--- config.mk ---
export PLATFORM = sky130hd
export DESIGN_NAME = tfc_timer
export DESIGN_NICKNAME = d
export VERILOG_FILES = /design/src/tfc_pkg.sv /design/src/tfc_edge_sync.sv /design/src/tfc_prescale.sv /design/src/tfc_timer.sv
export SDC_FILE = /design/constraint.sdc
export NUM_CORES = 1
export LEC_CHECK = 0
export ABC_AREA = 1
export ABC_CLOCK_PERIOD_IN_PS = 3410
export BUFFER_PORTS_ARGS = -buffer_cell sky130_fd_sc_hd__buf_2
export CAP_MARGIN = 0
export CORE_ASPECT_RATIO = 1.5
export CORE_MARGIN = 5
export CORE_UTILIZATION = 28
export CTS_BUF_LIST = sky130_fd_sc_hd__clkbuf_8
export CTS_CLUSTER_DIAMETER = 100
export DETAILED_ROUTE_END_ITERATION = 16
export PLACE_DENSITY = 0.43
export SLEW_MARGIN = 20
export SYNTH_ARGS = -nofsm -noshare
export SYNTH_HDL_FRONTEND = slang
export SYNTH_SLANG_ARGS = --single-unit
--- constraint.sdc ---
create_clock -name SYS_CLK -period 3.41 [get_ports SYS_CLK]
set_input_delay 0.1705 -clock SYS_CLK [delete_from_list [all_inputs] [get_ports SYS_CLK]]
set_output_delay 0.1705 -clock SYS_CLK [all_outputs]
set_load 0.02 [all_outputs]
--- src/tfc_pkg.sv ---
package tfc_pkg;
  // Special-function register addresses
  localparam logic [7:0] ADDR_IRQ_ENABLE_ONE   = 8'hA9;
  localparam logic [7:0] ADDR_IRQ_PRIORITY_ONE = 8'hB9;
  localparam logic [7:0] ADDR_CONTROL          = 8'hC8;
  localparam logic [7:0] ADDR_MODE             = 8'hC9;
  localparam logic [7:0] ADDR_RELOAD_LOW       = 8'hCA;
  localparam logic [7:0] ADDR_RELOAD_HIGH      = 8'hCB;
  localparam logic [7:0] ADDR_COUNT_LOW        = 8'hCC;
  localparam logic [7:0] ADDR_COUNT_HIGH       = 8'hCD;
  localparam logic [7:0] ADDR_BANK_POINTER     = 8'hCE;

  localparam logic [2:0] BANK_THIS_TIMER   = 3'h4;
  localparam logic [2:0] BANK_POINTER_RST  = 3'h2;

  // Control register fields
  localparam int CTL_OVF   = 7;
  localparam int CTL_EXF   = 6;
  localparam int CTL_EXEN  = 3;
  localparam int CTL_RUN   = 2;
  localparam int CTL_CNT   = 1;
  localparam int CTL_CAP   = 0;
  localparam logic [7:0] CTL_WMASK = 8'hCF;

  // Mode register fields
  localparam int MOD_BYP   = 7;
  localparam int MOD_CKOE  = 1;
  localparam int MOD_UPDN  = 0;
  localparam logic [7:0] MOD_WMASK = 8'hBF;

  // Interrupt enable and priority bit for this timer
  localparam int IRQ_BIT = 7;

  localparam logic [7:0]  REG_RST      = 8'h00;
  localparam logic [15:0] COUNT_MAX    = 16'hFFFF;
  localparam logic [3:0]  PRESCALE_DIV = 4'hC;
  localparam logic [3:0]  PRESCALE_TOP = 4'hB;
  localparam logic [1:0]  SYNC_RST     = 2'h3;
endpackage

--- src/tfc_edge_sync.sv ---
`timescale 1ns/10ps
module tfc_edge_sync
  import tfc_pkg::*;
(
  input  wire logic clk,      // System clock
  input  wire logic rst,      // Async reset, active high
  input  wire logic pin,      // Raw pin level
  output logic      level,    // Synchronised level
  output logic      fall      // One-cycle falling-edge pulse
);
  logic [1:0] sync_q;
  logic       last_q;

  // Pins idle high so no false edge appears after reset
  always_ff @(posedge clk or posedge rst) begin
    if (rst) begin
      sync_q <= SYNC_RST;
      last_q <= 1'b1;
    end else begin
      sync_q <= {sync_q[0], pin};
      last_q <= sync_q[1];
    end
  end

  assign level = sync_q[1];
  assign fall  = last_q & ~sync_q[1];
endmodule // tfc_edge_sync

--- src/tfc_prescale.sv ---
`timescale 1ns/10ps
module tfc_prescale
  import tfc_pkg::*;
(
  input  wire logic clk,      // System clock
  input  wire logic rst,      // Async reset, active high
  input  wire logic run,      // Divider runs only while timer runs
  input  wire logic bypass,   // 1: every cycle ticks
  output logic      tick      // Count-enable pulse
);
  logic [3:0] div_q;
  logic [3:0] div_d;
  logic       wrap;

  assign wrap  = (div_q == PRESCALE_TOP);
  assign div_d = (!run || wrap) ? 4'h0 : div_q + 4'h1;
  assign tick  = run & (bypass | wrap);

  always_ff @(posedge clk or posedge rst) begin
    if (rst) div_q <= 4'h0;
    else     div_q <= div_d;
  end
endmodule // tfc_prescale

--- src/tfc_timer.sv ---
`timescale 1ns/10ps
// Behaviour
// - Count advances only while run control is 1; PWM counter stops too.
// - Timer mode ticks at fsys/12, or fsys when prescale bypass is set.
// - Control and mode addresses reach this timer only when pointer is 100.
// - Overflow sets control bit 7 unless clock output is on; only software writes clear it.
// - Trigger falling edge sets bit 6 when trigger enabled, except in up/down mode; software clears.
// - Bit 3 zero ignores trigger edges; one makes edge capture or reload, except in up/down mode.
// - Bit 2 starts or stops both timer and PWM counter.
// - Bit 1 picks internal ticks or count-pin events; clock output forces internal ticks.
// - Bit 0 picks reload (0) or capture (1) with trigger as capture input.
// - Mode bit 1 drives count pin as clock output.
// - Mode bit 0 allows up/down in reload mode, with trigger level as direction.
// - Enable register bit 7 gates this timer's interrupt request.
// - Priority register bit 7 gives low or high interrupt priority.
// - Up-count overflow sets flag (not with clock output) and in reload mode loads the reload value; capture mode rolls to 0.
// - Capture mode edge copies count into capture registers.
// - Interrupt when global and own enable set and any flag set.
module tfc_timer
  import tfc_pkg::*;
(
  input  wire logic       SYS_CLK,      // System clock, 125 MHz
  input  wire logic       RST,          // Async reset, active high
  input  wire logic [7:0] SFR_ADDR,     // Register address
  input  wire logic [7:0] SFR_WDATA,    // Write data
  input  wire logic       SFR_WR,       // Write strobe
  input  wire logic       SFR_RD,       // Read strobe
  output logic      [7:0] SFR_RDATA,    // Read data, registered
  output logic            SFR_HIT,      // Address belongs to this block
  input  wire logic       GLOBAL_IRQ_ENABLE, // CPU-wide interrupt enable
  input  wire logic       COUNT_PIN_IN, // Count pin level
  output logic            COUNT_PIN_OUT,// Clock output level
  output logic            COUNT_PIN_OE, // Count pin driven
  input  wire logic       EXT_TRIGGER_PIN, // Trigger pin level
  output logic            IRQ_REQ,      // Interrupt request
  output logic            IRQ_HIGH_PRIO,// Request has high priority
  output logic            PWM_COUNT_RUN,// Shared PWM counter runs
  output logic     [15:0] COUNT_VALUE   // Current count
);
  logic [7:0]  ctl_q, ctl_d, mod_q, mod_d, ie_q, ie_d, ip_q, ip_d;
  logic [15:0] cnt_q, cnt_d, rcap_q, rcap_d;
  logic [2:0]  bank_q, bank_d;
  logic [7:0]  rdata_q, rdata_d;
  logic        ckout_q, ckout_d;

  // ----------------------------------------------------------------
  // Address decode
  // ----------------------------------------------------------------
  function automatic logic hit(input logic [7:0] a, input logic [7:0] r);
    hit = (a == r);
  endfunction

  logic sel_bank, wr_ctl, wr_mod, wr_ie, wr_ip, wr_bank;
  logic wr_rl, wr_rh, wr_cl, wr_ch, banked;
  assign sel_bank = (bank_q == BANK_THIS_TIMER);
  assign banked   = hit(SFR_ADDR, ADDR_CONTROL) | hit(SFR_ADDR, ADDR_MODE)
                  | hit(SFR_ADDR, ADDR_RELOAD_LOW)
                  | hit(SFR_ADDR, ADDR_RELOAD_HIGH)
                  | hit(SFR_ADDR, ADDR_COUNT_LOW)
                  | hit(SFR_ADDR, ADDR_COUNT_HIGH);
  assign wr_ctl  = SFR_WR & sel_bank & hit(SFR_ADDR, ADDR_CONTROL);
  assign wr_mod  = SFR_WR & sel_bank & hit(SFR_ADDR, ADDR_MODE);
  assign wr_rl   = SFR_WR & sel_bank & hit(SFR_ADDR, ADDR_RELOAD_LOW);
  assign wr_rh   = SFR_WR & sel_bank & hit(SFR_ADDR, ADDR_RELOAD_HIGH);
  assign wr_cl   = SFR_WR & sel_bank & hit(SFR_ADDR, ADDR_COUNT_LOW);
  assign wr_ch   = SFR_WR & sel_bank & hit(SFR_ADDR, ADDR_COUNT_HIGH);
  assign wr_ie   = SFR_WR & hit(SFR_ADDR, ADDR_IRQ_ENABLE_ONE);
  assign wr_ip   = SFR_WR & hit(SFR_ADDR, ADDR_IRQ_PRIORITY_ONE);
  assign wr_bank = SFR_WR & hit(SFR_ADDR, ADDR_BANK_POINTER);
  assign SFR_HIT = (banked & sel_bank) | hit(SFR_ADDR, ADDR_BANK_POINTER)
                 | hit(SFR_ADDR, ADDR_IRQ_ENABLE_ONE)
                 | hit(SFR_ADDR, ADDR_IRQ_PRIORITY_ONE);

  // ----------------------------------------------------------------
  // Pin conditioning
  // ----------------------------------------------------------------
  logic trig_lvl, trig_fall, cpin_fall;
  tfc_edge_sync u_trig (
    .clk   (SYS_CLK),
    .rst   (RST),
    .pin   (EXT_TRIGGER_PIN),
    .level (trig_lvl),
    .fall  (trig_fall)
  );
  tfc_edge_sync u_cpin (
    .clk   (SYS_CLK),
    .rst   (RST),
    .pin   (COUNT_PIN_IN),
    .level (),
    .fall  (cpin_fall)
  );

  // ----------------------------------------------------------------
  // Count source
  // ----------------------------------------------------------------
  logic run, pre_tick, tick;
  assign run = ctl_q[CTL_RUN];
  tfc_prescale u_pre (
    .clk    (SYS_CLK),
    .rst    (RST),
    .run    (run),
    .bypass (mod_q[MOD_BYP]),
    .tick   (pre_tick)
  );
  // Clock output needs internal ticks, so counter mode is overridden
  assign tick = (ctl_q[CTL_CNT] && !mod_q[MOD_CKOE])
              ? (run & cpin_fall) : pre_tick;
  assign PWM_COUNT_RUN = run;

  // ----------------------------------------------------------------
  // Count, reload and capture
  // ----------------------------------------------------------------
  logic updn, count_up, exen, capmode, ovf_up, ovf_dn, ovf, ext_evt;
  assign updn     = mod_q[MOD_UPDN] & ~ctl_q[CTL_CAP];
  assign count_up = ~updn | trig_lvl;
  assign exen     = ctl_q[CTL_EXEN];
  assign capmode  = ctl_q[CTL_CAP];
  assign ovf_up   = tick & count_up & (cnt_q == COUNT_MAX);
  assign ovf_dn   = tick & ~count_up & (cnt_q == rcap_q);
  assign ovf      = ovf_up | ovf_dn;
  // Direction mode uses the trigger as a level, so edges do nothing there
  assign ext_evt  = exen & trig_fall & ~updn;

  always_comb begin
    cnt_d  = cnt_q;
    rcap_d = rcap_q;
    if (ovf_up && !capmode)       cnt_d = rcap_q;
    else if (ovf_dn)              cnt_d = COUNT_MAX;
    else if (ext_evt && !capmode) cnt_d = rcap_q;
    else if (tick && count_up)    cnt_d = cnt_q + 16'h0001;
    else if (tick)                cnt_d = cnt_q - 16'h0001;
    if (ext_evt && capmode)       rcap_d = cnt_q;
    if (wr_cl) cnt_d[7:0]   = SFR_WDATA;
    if (wr_ch) cnt_d[15:8]  = SFR_WDATA;
    if (wr_rl) rcap_d[7:0]  = SFR_WDATA;
    if (wr_rh) rcap_d[15:8] = SFR_WDATA;
  end

  // ----------------------------------------------------------------
  // Control and flags; hardware set wins over software clear
  // ----------------------------------------------------------------
  always_comb begin
    ctl_d = ctl_q;
    if (wr_ctl) ctl_d = SFR_WDATA & CTL_WMASK;
    if (ovf && !mod_q[MOD_CKOE]) ctl_d[CTL_OVF] = 1'b1;
    if (ext_evt) ctl_d[CTL_EXF] = 1'b1;
  end
  assign mod_d  = wr_mod  ? (SFR_WDATA & MOD_WMASK) : mod_q;
  assign ie_d   = wr_ie   ? SFR_WDATA : ie_q;
  assign ip_d   = wr_ip   ? SFR_WDATA : ip_q;
  assign bank_d = wr_bank ? SFR_WDATA[2:0] : bank_q;

  // Clock output toggles on each overflow: 50 % duty
  assign ckout_d = (mod_q[MOD_CKOE] && ovf) ? ~ckout_q : ckout_q;
  assign COUNT_PIN_OUT = ckout_q;
  assign COUNT_PIN_OE  = mod_q[MOD_CKOE];

  // ----------------------------------------------------------------
  // Read mux
  // ----------------------------------------------------------------
  always_comb begin
    rdata_d = rdata_q;
    if (SFR_RD) begin
      rdata_d = REG_RST;
      if (hit(SFR_ADDR, ADDR_IRQ_ENABLE_ONE))   rdata_d = ie_q;
      if (hit(SFR_ADDR, ADDR_IRQ_PRIORITY_ONE)) rdata_d = ip_q;
      if (hit(SFR_ADDR, ADDR_BANK_POINTER))     rdata_d = {5'h00, bank_q};
      if (sel_bank) begin
        if (hit(SFR_ADDR, ADDR_CONTROL))     rdata_d = ctl_q;
        if (hit(SFR_ADDR, ADDR_MODE))        rdata_d = mod_q;
        if (hit(SFR_ADDR, ADDR_RELOAD_LOW))  rdata_d = rcap_q[7:0];
        if (hit(SFR_ADDR, ADDR_RELOAD_HIGH)) rdata_d = rcap_q[15:8];
        if (hit(SFR_ADDR, ADDR_COUNT_LOW))   rdata_d = cnt_q[7:0];
        if (hit(SFR_ADDR, ADDR_COUNT_HIGH))  rdata_d = cnt_q[15:8];
      end
    end
  end

  // ----------------------------------------------------------------
  // State
  // ----------------------------------------------------------------
  always_ff @(posedge SYS_CLK or posedge RST) begin
    if (RST) begin
      ctl_q   <= REG_RST;
      mod_q   <= REG_RST;
      ie_q    <= REG_RST;
      ip_q    <= REG_RST;
      cnt_q   <= 16'h0000;
      rcap_q  <= 16'h0000;
      bank_q  <= BANK_POINTER_RST;
      rdata_q <= REG_RST;
      ckout_q <= 1'b0;
    end else begin
      ctl_q   <= ctl_d;
      mod_q   <= mod_d;
      ie_q    <= ie_d;
      ip_q    <= ip_d;
      cnt_q   <= cnt_d;
      rcap_q  <= rcap_d;
      bank_q  <= bank_d;
      rdata_q <= rdata_d;
      ckout_q <= ckout_d;
    end
  end

  // Flags set by software raise the request as well
  assign IRQ_REQ = GLOBAL_IRQ_ENABLE & ie_q[IRQ_BIT]
                 & (ctl_q[CTL_OVF] | ctl_q[CTL_EXF]);
  assign IRQ_HIGH_PRIO = ip_q[IRQ_BIT];
  assign SFR_RDATA     = rdata_q;
  assign COUNT_VALUE   = cnt_q;

  // ----------------------------------------------------------------
  // Assertions
  // ----------------------------------------------------------------
  a_hold_stopped: assert property (@(posedge SYS_CLK) disable iff (RST)
    (!run && !ext_evt && !wr_cl && !wr_ch && !wr_ctl)
      |=> $stable(cnt_q))
    else $error("count moved while stopped");
  a_prescale_gap: assert property (@(posedge SYS_CLK) disable iff (RST)
    (pre_tick && !mod_q[MOD_BYP] && run && !wr_mod && !wr_ctl)
      |=> (mod_q[MOD_BYP] || !pre_tick) [*8])
    else $error("prescaled tick too early");
  a_bank_gate: assert property (@(posedge SYS_CLK) disable iff (RST)
    (SFR_WR && hit(SFR_ADDR, ADDR_MODE) && bank_q != BANK_THIS_TIMER)
      |=> $stable(mod_q))
    else $error("mode written outside bank");
  a_ovf_sets: assert property (@(posedge SYS_CLK) disable iff (RST)
    (ovf && !mod_q[MOD_CKOE]) |=> ctl_q[CTL_OVF])
    else $error("overflow flag not set");
  a_exf_sets: assert property (@(posedge SYS_CLK) disable iff (RST)
    ext_evt |=> ctl_q[CTL_EXF])
    else $error("event flag not set");
  a_trig_ignored: assert property (@(posedge SYS_CLK) disable iff (RST)
    (!exen && !wr_ctl) |=> $stable(ctl_q[CTL_EXF]))
    else $error("event flag moved while disabled");
  a_reload_load: assert property (@(posedge SYS_CLK) disable iff (RST)
    (ovf_up && !capmode && !wr_cl && !wr_ch)
      |=> cnt_q == $past(rcap_q))
    else $error("reload value not loaded");
  a_capture_copy: assert property (@(posedge SYS_CLK) disable iff (RST)
    (ext_evt && capmode && !wr_rl && !wr_rh)
      |=> rcap_q == $past(cnt_q))
    else $error("count not captured");
  a_irq_gate: assert property (@(posedge SYS_CLK) disable iff (RST)
    IRQ_REQ |-> (ie_q[IRQ_BIT] && GLOBAL_IRQ_ENABLE))
    else $error("request while disabled");
  a_clkout_pin: assert property (@(posedge SYS_CLK) disable iff (RST)
    (wr_mod && SFR_WDATA[MOD_CKOE]) |=> COUNT_PIN_OE)
    else $error("clock output not enabled");
endmodule // tfc_timer

# --- Word level (Yosys, flattened, before mapping) ---
# Cells that the tools add are included.
# W data, S select, Z words.
totals:
  regBits: 83
  output_inout_bits: 30
  elab_cells: 118
op_classes:
  add_sub_neg: 3
  n_eq_ne: 13
  muxes: 25
  bitwise: 42
  n_reduce_logical: 17
op_table:
  columns: ["operator", "n"]
  rows:
  - ["$mux W8", 15]
  - ["$mux W16", 6]
  - ["$eq A8 B8 Y1 const B", 9]
  - ["$and A1 B1 Y1", 24]
  - ["$add A16 B1 Y16 const B", 1]
  - ["$eq A16 B16 Y1", 1]
  - ["$eq A16 B16 Y1 const B", 1]
  - ["$sub A16 B1 Y16 const B", 1]
  - ["$or A1 B1 Y1", 12]
  - ["$reduce_bool A6 Y1", 2]
  - ["$reduce_bool A2 Y1", 4]
  - ["$logic_and A1 B1 Y1", 7]
  - ["$not A1 Y1", 6]
  - ["$add A4 B1 Y4 const B", 1]
  - ["$eq A4 B4 Y1 const B", 1]
  - ["$mux W4", 1]
  - ["$eq A3 B3 Y1 const B", 1]
  - ["$logic_not A1 Y1", 3]
  - ["$mux W1", 3]
  - ["$logic_or A1 B1 Y1", 1]

# --- Logic depth before layout (Yosys ltp) ---
# Gate-level depths: netlist of run 1.
depth:
  depth_word: 11
  depth_mapped: 19
  ltp_nobuf: 19

# --- Cells and area by module ---
# Synthesis of run 1 repeated with hierarchy kept, for this count alone.
hier_totals:
  cells_unflattened: 871
  area_unflattened_um2: 6067.1
modules_own_cells:
  columns: ["module", "instances", "cells_per_inst", "area_each_um2", "seq_area_each_um2"]
  rows:
  - ["tfc_timer", 1, 835, 5674.2, 1828.0]
  - ["tfc_prescale", 1, 24, 207.7, 100.1]
  - ["tfc_edge_sync", 2, 6, 92.6, 78.8]

# --- Least setup slack after synthesis of run 1 ---
# No wires, ideal clock.
synth_path:
  kind: "register to register"
  startpoint: "register mod_q[1]"
  endpoint: "register cnt_q[13] (netlist: COUNT_VALUE[13])"
  setup_time_ns: 0.119
  arrival_time_ns: 2.397
  t_required_ns: 3.291
  setup_slack_ns: 0.894
  stages_incl_launch_ff: 16
  period_less_slack_ns: 2.516
  path_cell_list: "dfrtp_1 > inv_1 > nand2_1 > nand3_1 > nand3_2 > ha_1 > nand2_1 > inv_1 > a21oi_1 > nor2_1 > nor3_1 > nand3b_1 > nand3_1 > nand2_1 > nand2_1 > nand2_1"
synth_between:
  elab_chain_cells: 9
  elab_cells_between_ends: 15
  classes_between: "mux (6); bitwise (4); reduce/logical (5)"
synth_lines:
  columns: ["item", "line_no", "text"]
  rows:
  - ["start: declaration", "tfc_timer.sv:40", "logic [7:0] ctl_q, ctl_d, mod_q, mod_d, ie_q, ie_d, ip_q, ip_d;"]
  - ["start signal: assignment", "tfc_timer.sv:195", "mod_q <= mod_d;"]
  - ["$logic_not A1 Y1 (*)", "tfc_timer.sv:106", "assign tick = (ctl_q[CTL_CNT] && !mod_q[MOD_CKOE])"]
  - ["$logic_and A1 B1 Y1 (*)", "tfc_timer.sv:106", null]
  - ["$mux W1 (*)", "tfc_timer.sv:107", "? (run & cpin_fall) : pre_tick;"]
  - ["$logic_and A1 B1 Y1", "tfc_timer.sv:130", "else if (tick && count_up) cnt_d = cnt_q + 16'h0001;"]
  - ["$mux W16", "tfc_timer.sv:130", null]
  - ["$mux W16", "tfc_timer.sv:129", "else if (ext_evt && !capmode) cnt_d = rcap_q;"]
  - ["$mux W16", "tfc_timer.sv:128", "else if (ovf_dn) cnt_d = COUNT_MAX;"]
  - ["$mux W16", "tfc_timer.sv:127", "if (ovf_up && !capmode) cnt_d = rcap_q;"]
  - ["$mux W8", "tfc_timer.sv:134", "if (wr_ch) cnt_d[15:8] = SFR_WDATA;"]
  - ["end signal: assignment", "tfc_timer.sv:198", "cnt_q <= cnt_d;"]
  - ["end: declaration", "tfc_timer.sv:41", "logic [15:0] cnt_q, cnt_d, rcap_q, rcap_d;"]
# Mark *: on every way between the ends. The rest lies on a longest branch, timed or not.
# A chain may end at the register's enable or synchronous reset.

# --- Final worst setup path of run 1 ---
layout_path:
  startpoint: "register u_pre.div_q[0]"
  endpoint: "register cnt_q[12] (netlist: COUNT_VALUE[12])"
layout_between:
  elab_chain_cells: 10
  elab_cells_between_ends: 16
  classes_between: "eq/ne (1); mux (6); bitwise (6); reduce/logical (3)"
layout_lines:
  columns: ["item", "line_no", "text"]
  rows:
  - ["start: declaration", "tfc_prescale.sv:11", "logic [3:0] div_q;"]
  - ["start signal: assignment", "tfc_prescale.sv:21", "else div_q <= div_d;"]
  - ["$eq A4 B4 Y1 (*)", "tfc_prescale.sv:15", "assign wrap = (div_q == PRESCALE_TOP);"]
  - ["$or A1 B1 Y1 (*)", "tfc_prescale.sv:17", "assign tick = run & (bypass | wrap);"]
  - ["$and A1 B1 Y1 (*)", "tfc_prescale.sv:17", null]
  - ["$mux W1 (*)", "tfc_timer.sv:107", null]
  - ["$logic_and A1 B1 Y1", "tfc_timer.sv:130", null]
  - ["$mux W16", "tfc_timer.sv:130", null]
  - ["$mux W16", "tfc_timer.sv:129", null]
  - ["$mux W16", "tfc_timer.sv:128", null]
  - ["$mux W16", "tfc_timer.sv:127", null]
  - ["$mux W8", "tfc_timer.sv:134", null]
# Marked as above.

==> run metrics, run 1 <==
status complete, no violations; Crit Path Class flip-flop to flip-flop; gr usage total 0.204; CTS buffer count 9; EDFF count, synth 0; syn nets roughly 1000; max_slew headroom 0.512; sequential-to-total area share from yosys stat 0.339; wire length of the first global-routing pass approximately 38000 um; startpoint types flip-flop; Fin. Hold Viols 0; detailed-route DRC error count 0; pwr dens approximately 300 mW/mm^2; total of max-cap violations 0; H-tree depth 3; register area 0.00209 sq mm; Synth async-reset ratio 1.00; Routed wire per std cell between 15 and 20 um; clk_skew between 8 and 9 ps; warning count from the yosys run 0; Avg Vias per Cell between 4 and 5; RSZ-0062 raised after global routing false; Post-Synthesis Cell Area slightly above 0.006 sq mm; initial antenna violation count 0; Sink Count 83; CTS tree done; Slew Viols, Final 0; vias in the first global route between 6k and 7k; layout cells sized above 1 0.111; post-CTS setup buffers 0; Post-Syn Area per Cell ~6.5 sq um; # IOs between 50 and 60; Initial Utilization 0.284; clock tree buffer depth 2; Area growth syn-to-layout 13.4%; fin crit share 0.875; CP startpoint u_pre.div_q[0]; Root Buffer clkbuf_8; DP HPWL 19600 um; antenna-violating nets left 0; Worst Max-Slew Pin Slew roughly 730 ps; Total Wirelength between 20000 and 30000 um; Final min period between 2000 and 3000 ps; Chip Height 192 um; Fin Setup TNS 0 ps; Iter 0 DRT Violations around 360; # rows 66; drt pass-1 iters 5; routability cong. between 0.9 and 1; Hold WC Path Type input port to flip-flop; Hold Slack between 10 and 15 ps; leakage 3.64 nW; I/O Buffers 52; multi-input logic area 0.00345 sq mm; crit end category flip-flop; Max Freq 0.335 GHz; Die Wd 131 um; core area between 0.02 and 0.025 sq mm; fill cell count ~2.5k; Hold Crit Start SFR_WDATA[5]; Final nets about 1.0k; #FFs+latches synth 83; Worst EP arrival about 3300 ps; number of diodes 0; Synth Instances 942; Synth Flop Type dfrtp_1; routed via count around 6.3k; grt total ovfl 0; Final setup viols 0; CTS clk-pin slew, worst paths roughly 90 ps; CP Max Fanout 15; maximum VDD drop 0.000156 V; commonest non-fill, non-tap cells in the layout nand2_1 (305), inv_1 (127), nor2_1 (104); commonest non-fill, non-tap cell in the layout nand2_1; largest net degree at the start of global routing just over 40; Worst Path Required between 3000 and 4000 ps; number of distinct library cells after synthesis 45; clk_lat worst skew approximately 380 ps; die area approximately 0.025 sq mm; fin util 0.323; reg2reg start u_pre.div_q[0]; total chip power roughly 0.0021 W
==> flip-flops by register name, summed over array words and instances, names as in the netlist, 2 cells and up <==
name,flops
u_pre.div_q,4
COUNT_VALUE,16
u_cpin.sync_q,2
ctl_q,6
bank_q,3
u_trig.sync_q,2
SFR_RDATA,8
mod_q,7
ie_q,8
ip_q,8
rcap_q,16
==> metrics by stage <==
stage          cell area (sq um)  setup WS (ps)  cells
2_1_floorplan               6150            894    942
3_3_place_gp                6710            361   1256
3_5_place_dp                6710            303   1256
4_1_cts                     6970            279   1275
5_1_grt                     6980            155   1275
6_report                    6980            425   1275
==> where the power goes <==
group | internal, W | total [W] | leakage (nW) | switching [W]
clock | 0.000449 | 0.000847 | 0.117 | 0.000398
combinational | 0.0000708 | 0.000240 | 2.43 | 0.000169
sequential | 0.00101 | 0.00104 | 1.09 | 0.0000247
==> repair_timing <==
item	4_1_cts	5_1_grt
resized for setup	0	1
endpoints found under the hold margin	35	0
hold buffers	3	0
endpoints found under the setup margin	0	1
==> cell type report <==
type                       instances  share of cell area
tap                              272              0.0488
inverter                         137              0.0742
clock inverter                     5              0.0109
timing repair buffer              64              0.0513
sequential                        83               0.299
clock buffer                      11              0.0217
multi-input combinational        703               0.494
==> layer usage <==
metal / GRT usage / vias to the layer above / part of all wire
li1: - / 3153 / -
met1: 0.228 / 2931 / 0.39
met2: 0.371 / 121 / 0.52
met3: 0.0240 / 53 / 0.029
met4: 0.106 / 0 / 0.054
met5: 0 / - / 0
==> cells by family after synthesis <==
kind of cell	count (synthesis)	share of synthesized area
simple gates	524	0.369
fa+ha+maj	19	0.0399
compound gates	155	0.143
buf+inv	156	0.101
flops	83	0.339
xor+xnor	5	0.00712
==> final timing paths <==
| check | end | slack (ps) | cells after the start |
|---|---|---|---|
| worst max-delay path | COUNT_VALUE[12] | 430 | 13 |
| worst min-delay path | ie_q[5] | 10 | 3 |
| worst max register to register | COUNT_VALUE[12] | 430 | 13 |
| worst min register to register | u_trig.sync_q[1] | 360 | 0 |
| max in group asynchronous | bank_q[1] | 2080 | 4 |
| min in group asynchronous | ie_q[7] | 440 | 3 |
==> synth_stat cells (2+ instances only) <==
cell | n | share of area
a21boi_0 | 2 | 0.0024
a21oi_1 | 43 | 0.035
a21oi_2 | 2 | 0.0028
a31oi_1 | 2 | 0.0020
buf_2 | 8 | 0.0065
buf_6 | 3 | 0.0055
clkbuf_1 | 7 | 0.0043
clkinv_1 | 2 | 0.0012
dfrtp_1 | 76 | 0.31
dfstp_2 | 7 | 0.030
ha_1 | 18 | 0.037
inv_1 | 127 | 0.077
inv_2 | 7 | 0.0043
nand2_1 | 305 | 0.19
nand2_2 | 4 | 0.0041
nand3_1 | 60 | 0.049
nand3_2 | 2 | 0.0033
nand3_4 | 2 | 0.0057
nand3b_1 | 8 | 0.0098
nand4_1 | 23 | 0.023
nor2_1 | 104 | 0.063
nor2_4 | 2 | 0.0037
nor3_1 | 6 | 0.0049
nor3_4 | 2 | 0.0053
o21a_1 | 4 | 0.0049
o21ai_0 | 71 | 0.058
o21ai_1 | 8 | 0.0065
o221ai_1 | 16 | 0.023
o22ai_1 | 2 | 0.0020
xnor2_1 | 3 | 0.0043
xor2_1 | 2 | 0.0028
==> worst max-delay path, cell delays in order, from the launching register on <==
cell	delay, ps
dfrtp_1	380
ha_1	190
nand3_1	140
nand3_1	210
nand3_4	250
ha_1	410
a21oi_1	330
nor2_1	90
o21ai_0	320
nand3_1	150
nor2_1	110
nor2_1	60
o21ai_0	150
nand2_1	60
Power figures use the tool's default switching activity.
==> run 2, diff against run 1 <==
- ABC_AREA: 1 -> 0
==> run metrics, run 2 <==
Die Wd 122 um (-6.5%); GRT Max-Usage Layer met2; CTS tree done; pwr dens 316 mW/mm^2 (+3.9%); clk_skew 9.88 ps (+1.23 ps); # IOs 53 (unchanged); Routed wire per std cell 20.3 um (+3.3%); total chip power 0.00200 W (-5.7%); Levels on crit path 13 (unchanged); Worst Path Required 3660 ps (about the same); clock tree buffer depth 2 (unchanged); core area 0.0186 sq mm (-14%); critical-path cell list ha_2 > nand3b_1 > or3b_4 > nand3_4 > ha_4 > a21o_1 > a22o_1 > o211ai_1 > o211ai_1 > a2111o_1 > o211ai_1 > mux2i_1 > a21oi_1; post-place setup slack -85.7 ps (-389 ps); Worst Max-Slew Pin Slew 1040 ps (+312 ps); detailed-route DRC error count 0 (unchanged); commonest non-fill, non-tap cells in the layout dfrtp_1 (76), nor2_1 (68), buf_2 (52); Root Buffer clkbuf_8; Sink Count 83 (unchanged); Initial Utilization 0.285 (+0.000854); Synth Flop Type dfrtp_1; Design Area, Final 0.00634 sq mm (-9.2%); met2 Use GR 0.309 (-0.0616); Iter 0 DRT Violations 319 (-10%); cell area after placement 0.00593 sq mm (-12%); Synth async-reset ratio 1.00 (unchanged); slowest stage cell, crit path or3b_4; Post-Synthesis Cell Area 0.00531 sq mm (-14%); Max Freq 0.303 GHz (-9.7%); Hold Slack 176 ps (+164 ps); maximum VDD drop 0.000149 V (-4.1%); top-count cell post-synth dfrtp_1; Final nets 677 (-35%); Crit path max-delay family compound AO/OA/AOI/OAI gates; global routing usage on met3 0.0230 (-0.00100); drt pass-1 iters 5 (unchanged); Top cell by count, worst path o211ai_1; status complete, no violations; sequential-to-total area share from yosys stat 0.393 (+0.0537); # rows 61 (-7.6%); syn nets 610 (-38%); Hold WC Path Type input port to flip-flop; commonest non-fill, non-tap cell in the layout dfrtp_1; Synth Instances 568 (-40%); max_slew headroom 0.303 (-0.209); Slew Viols, Final 0 (unchanged); leakage 2.77 nW (-24%); Critical Path Max Stage Delay 410 ps (about the same); warning count from the yosys run 0 (unchanged); top cells by count, synth dfrtp_1 (76), nor2_1 (68), a21oi_1 (47); wire length of the first global-routing pass 28600 um (-24%); Worst EP arrival 3560 ps (+310 ps); DP HPWL 13700 um (-30%); Fin. Hold Viols 0 (unchanged); buffer and inverter count on the worst path 0 (unchanged); CP Max Fanout 7 (-8); reg2reg path depth 13 (unchanged); I/O Buffers 52 (unchanged); routability cong. 0.852 (-5.8%); Area growth syn-to-layout 19.3%; Avg Vias per Cell 5.29 (+7.8%); EDFF count, synth 0 (unchanged); largest cells by area after synthesis dfrtp_1 (36%), mux2_2 (7.4%), mux2i_1 (4.9%); crit end category flip-flop; Total Wirelength 18100 um (-28%); Final min period 3310 ps (+321 ps); CTS buffer count 9 (unchanged); startpoint types flip-flop; layout cells sized above 1 0.253 (+0.142); clk_lat worst skew 360 ps (-20 ps); CTS clk-pin slew, worst paths 90 ps (about the same); Final setup viols 0 (unchanged); gr usage total 0.172 (-0.0320); met1 Resource Use GR 0.203 (-0.0250); total of max-cap violations 0 (unchanged); largest net degree at the start of global routing 49 (+20%); RSZ-0062 raised after global routing true; fill cell count 1994 (-19%); initial antenna violation count 0 (unchanged); final worst slack 105 ps (-321 ps); Chip Height 179 um (-6.7%); number of diodes 0 (unchanged); number of distinct library cells after synthesis 66 (+47%); H-tree depth 3 (unchanged); grt total ovfl 0 (unchanged); vias in the first global route 4941 (-21%); Crit Path Class flip-flop to flip-flop; #FFs+latches synth 83 (unchanged); fin crit share 0.969 (+0.0941); routed via count 4720 (-25%); cell taking the most area after synthesis dfrtp_1; Hold Path Depth 3 (unchanged); share of the synthesized area in the top cell type 0.358 (+0.0489); Post-Syn Area per Cell 9.35 sq um (+43%); antenna-violating nets left 0 (unchanged); die area 0.0219 sq mm (-13%)
[run 2: worst register-to-register path, stage by stage, from the launching register on]
cell and delay [ps]:
dfrtp_1 400, ha_2 190, nand3b_1 100, or3b_4 410, nand3_4 180, ha_4 240
a21o_1 170, a22o_1 250, o211ai_1 280, o211ai_1 180, a2111o_1 390, o211ai_1 120
mux2i_1 210, a21oi_1 70
[run 2: worst paths after layout]
path | start | to | slack [ps]
setup / recovery | u_pre.div_q[1] | COUNT_VALUE[15] | 100
hold / removal | SFR_WDATA[5] | rcap_q[13] | 180
setup reg to reg | u_pre.div_q[1] | COUNT_VALUE[15] | 100
hold reg to reg | u_cpin.sync_q[0] | u_cpin.sync_q[1] | 360
max in group asynchronous | RST | mod_q[5] | 2080
min in group asynchronous | RST | ip_q[1] | 520
[run 2: repair_timing]
| action | 4_1_cts | 5_1_grt |
|---|---|---|
| hold buffers | 3 | 0 |
| setup buffers | 5 | 3 |
| endpoints found under the hold margin | 41 | 0 |
| pin swaps | 10 | 6 |
| gates resized for setup | 10 | 4 |
| setup endpoints to repair | 2 | 5 |
[run 2: routing by layer]
| metal | wire length, um | share of wire |
|---|---|---|
| met5 | 0 | 0 |
| met4 | 682 | 0.038 |
| met1 | 7450 | 0.41 |
| met3 | 523 | 0.029 |
| met2 | 9410 | 0.52 |
[run 2: cell families after synthesis]
kind of cell,count (synthesis),synth area share
multiplexers,63,0.132
XOR/XNOR,29,0.0478
buffers and inverters,44,0.0339
adder cells (fa/ha/maj),19,0.0462
AND/OR/NAND/NOR,188,0.177
AO/OA/AOI/OAI,142,0.171
flip-flops,83,0.393
[run 2: layout make-up]
class	instances	area, sq um	share of cell area
Sequential cell	83	2090	0.329
Inverter	16	61.3	0.00968
Timing Repair Buffer	84	512	0.0808
Tap cell	252	315	0.0498
Clock inverter	6	88.8	0.0140
Clock buffer	10	138	0.0217
Multi-Input combinational cell	441	3140	0.495
[run 2: where the power goes]
group	leakage [nW]	internal (W)	switching (W)
sequential	0.970	0.00101	0.0000161
combinational	1.68	0.0000555	0.000106
clock	0.114	0.000434	0.000386
[run 2: stage by stage]
stage	std cells	setup TNS [ps]	utilization
6_report	892	0	0.340
2_1_floorplan	568	0	-
3_5_place_dp	865	-85.7	0.318
5_1_grt	892	-171	0.340
3_3_place_gp	865	-41.5	0.318
4_1_cts	889	-15.3	0.338
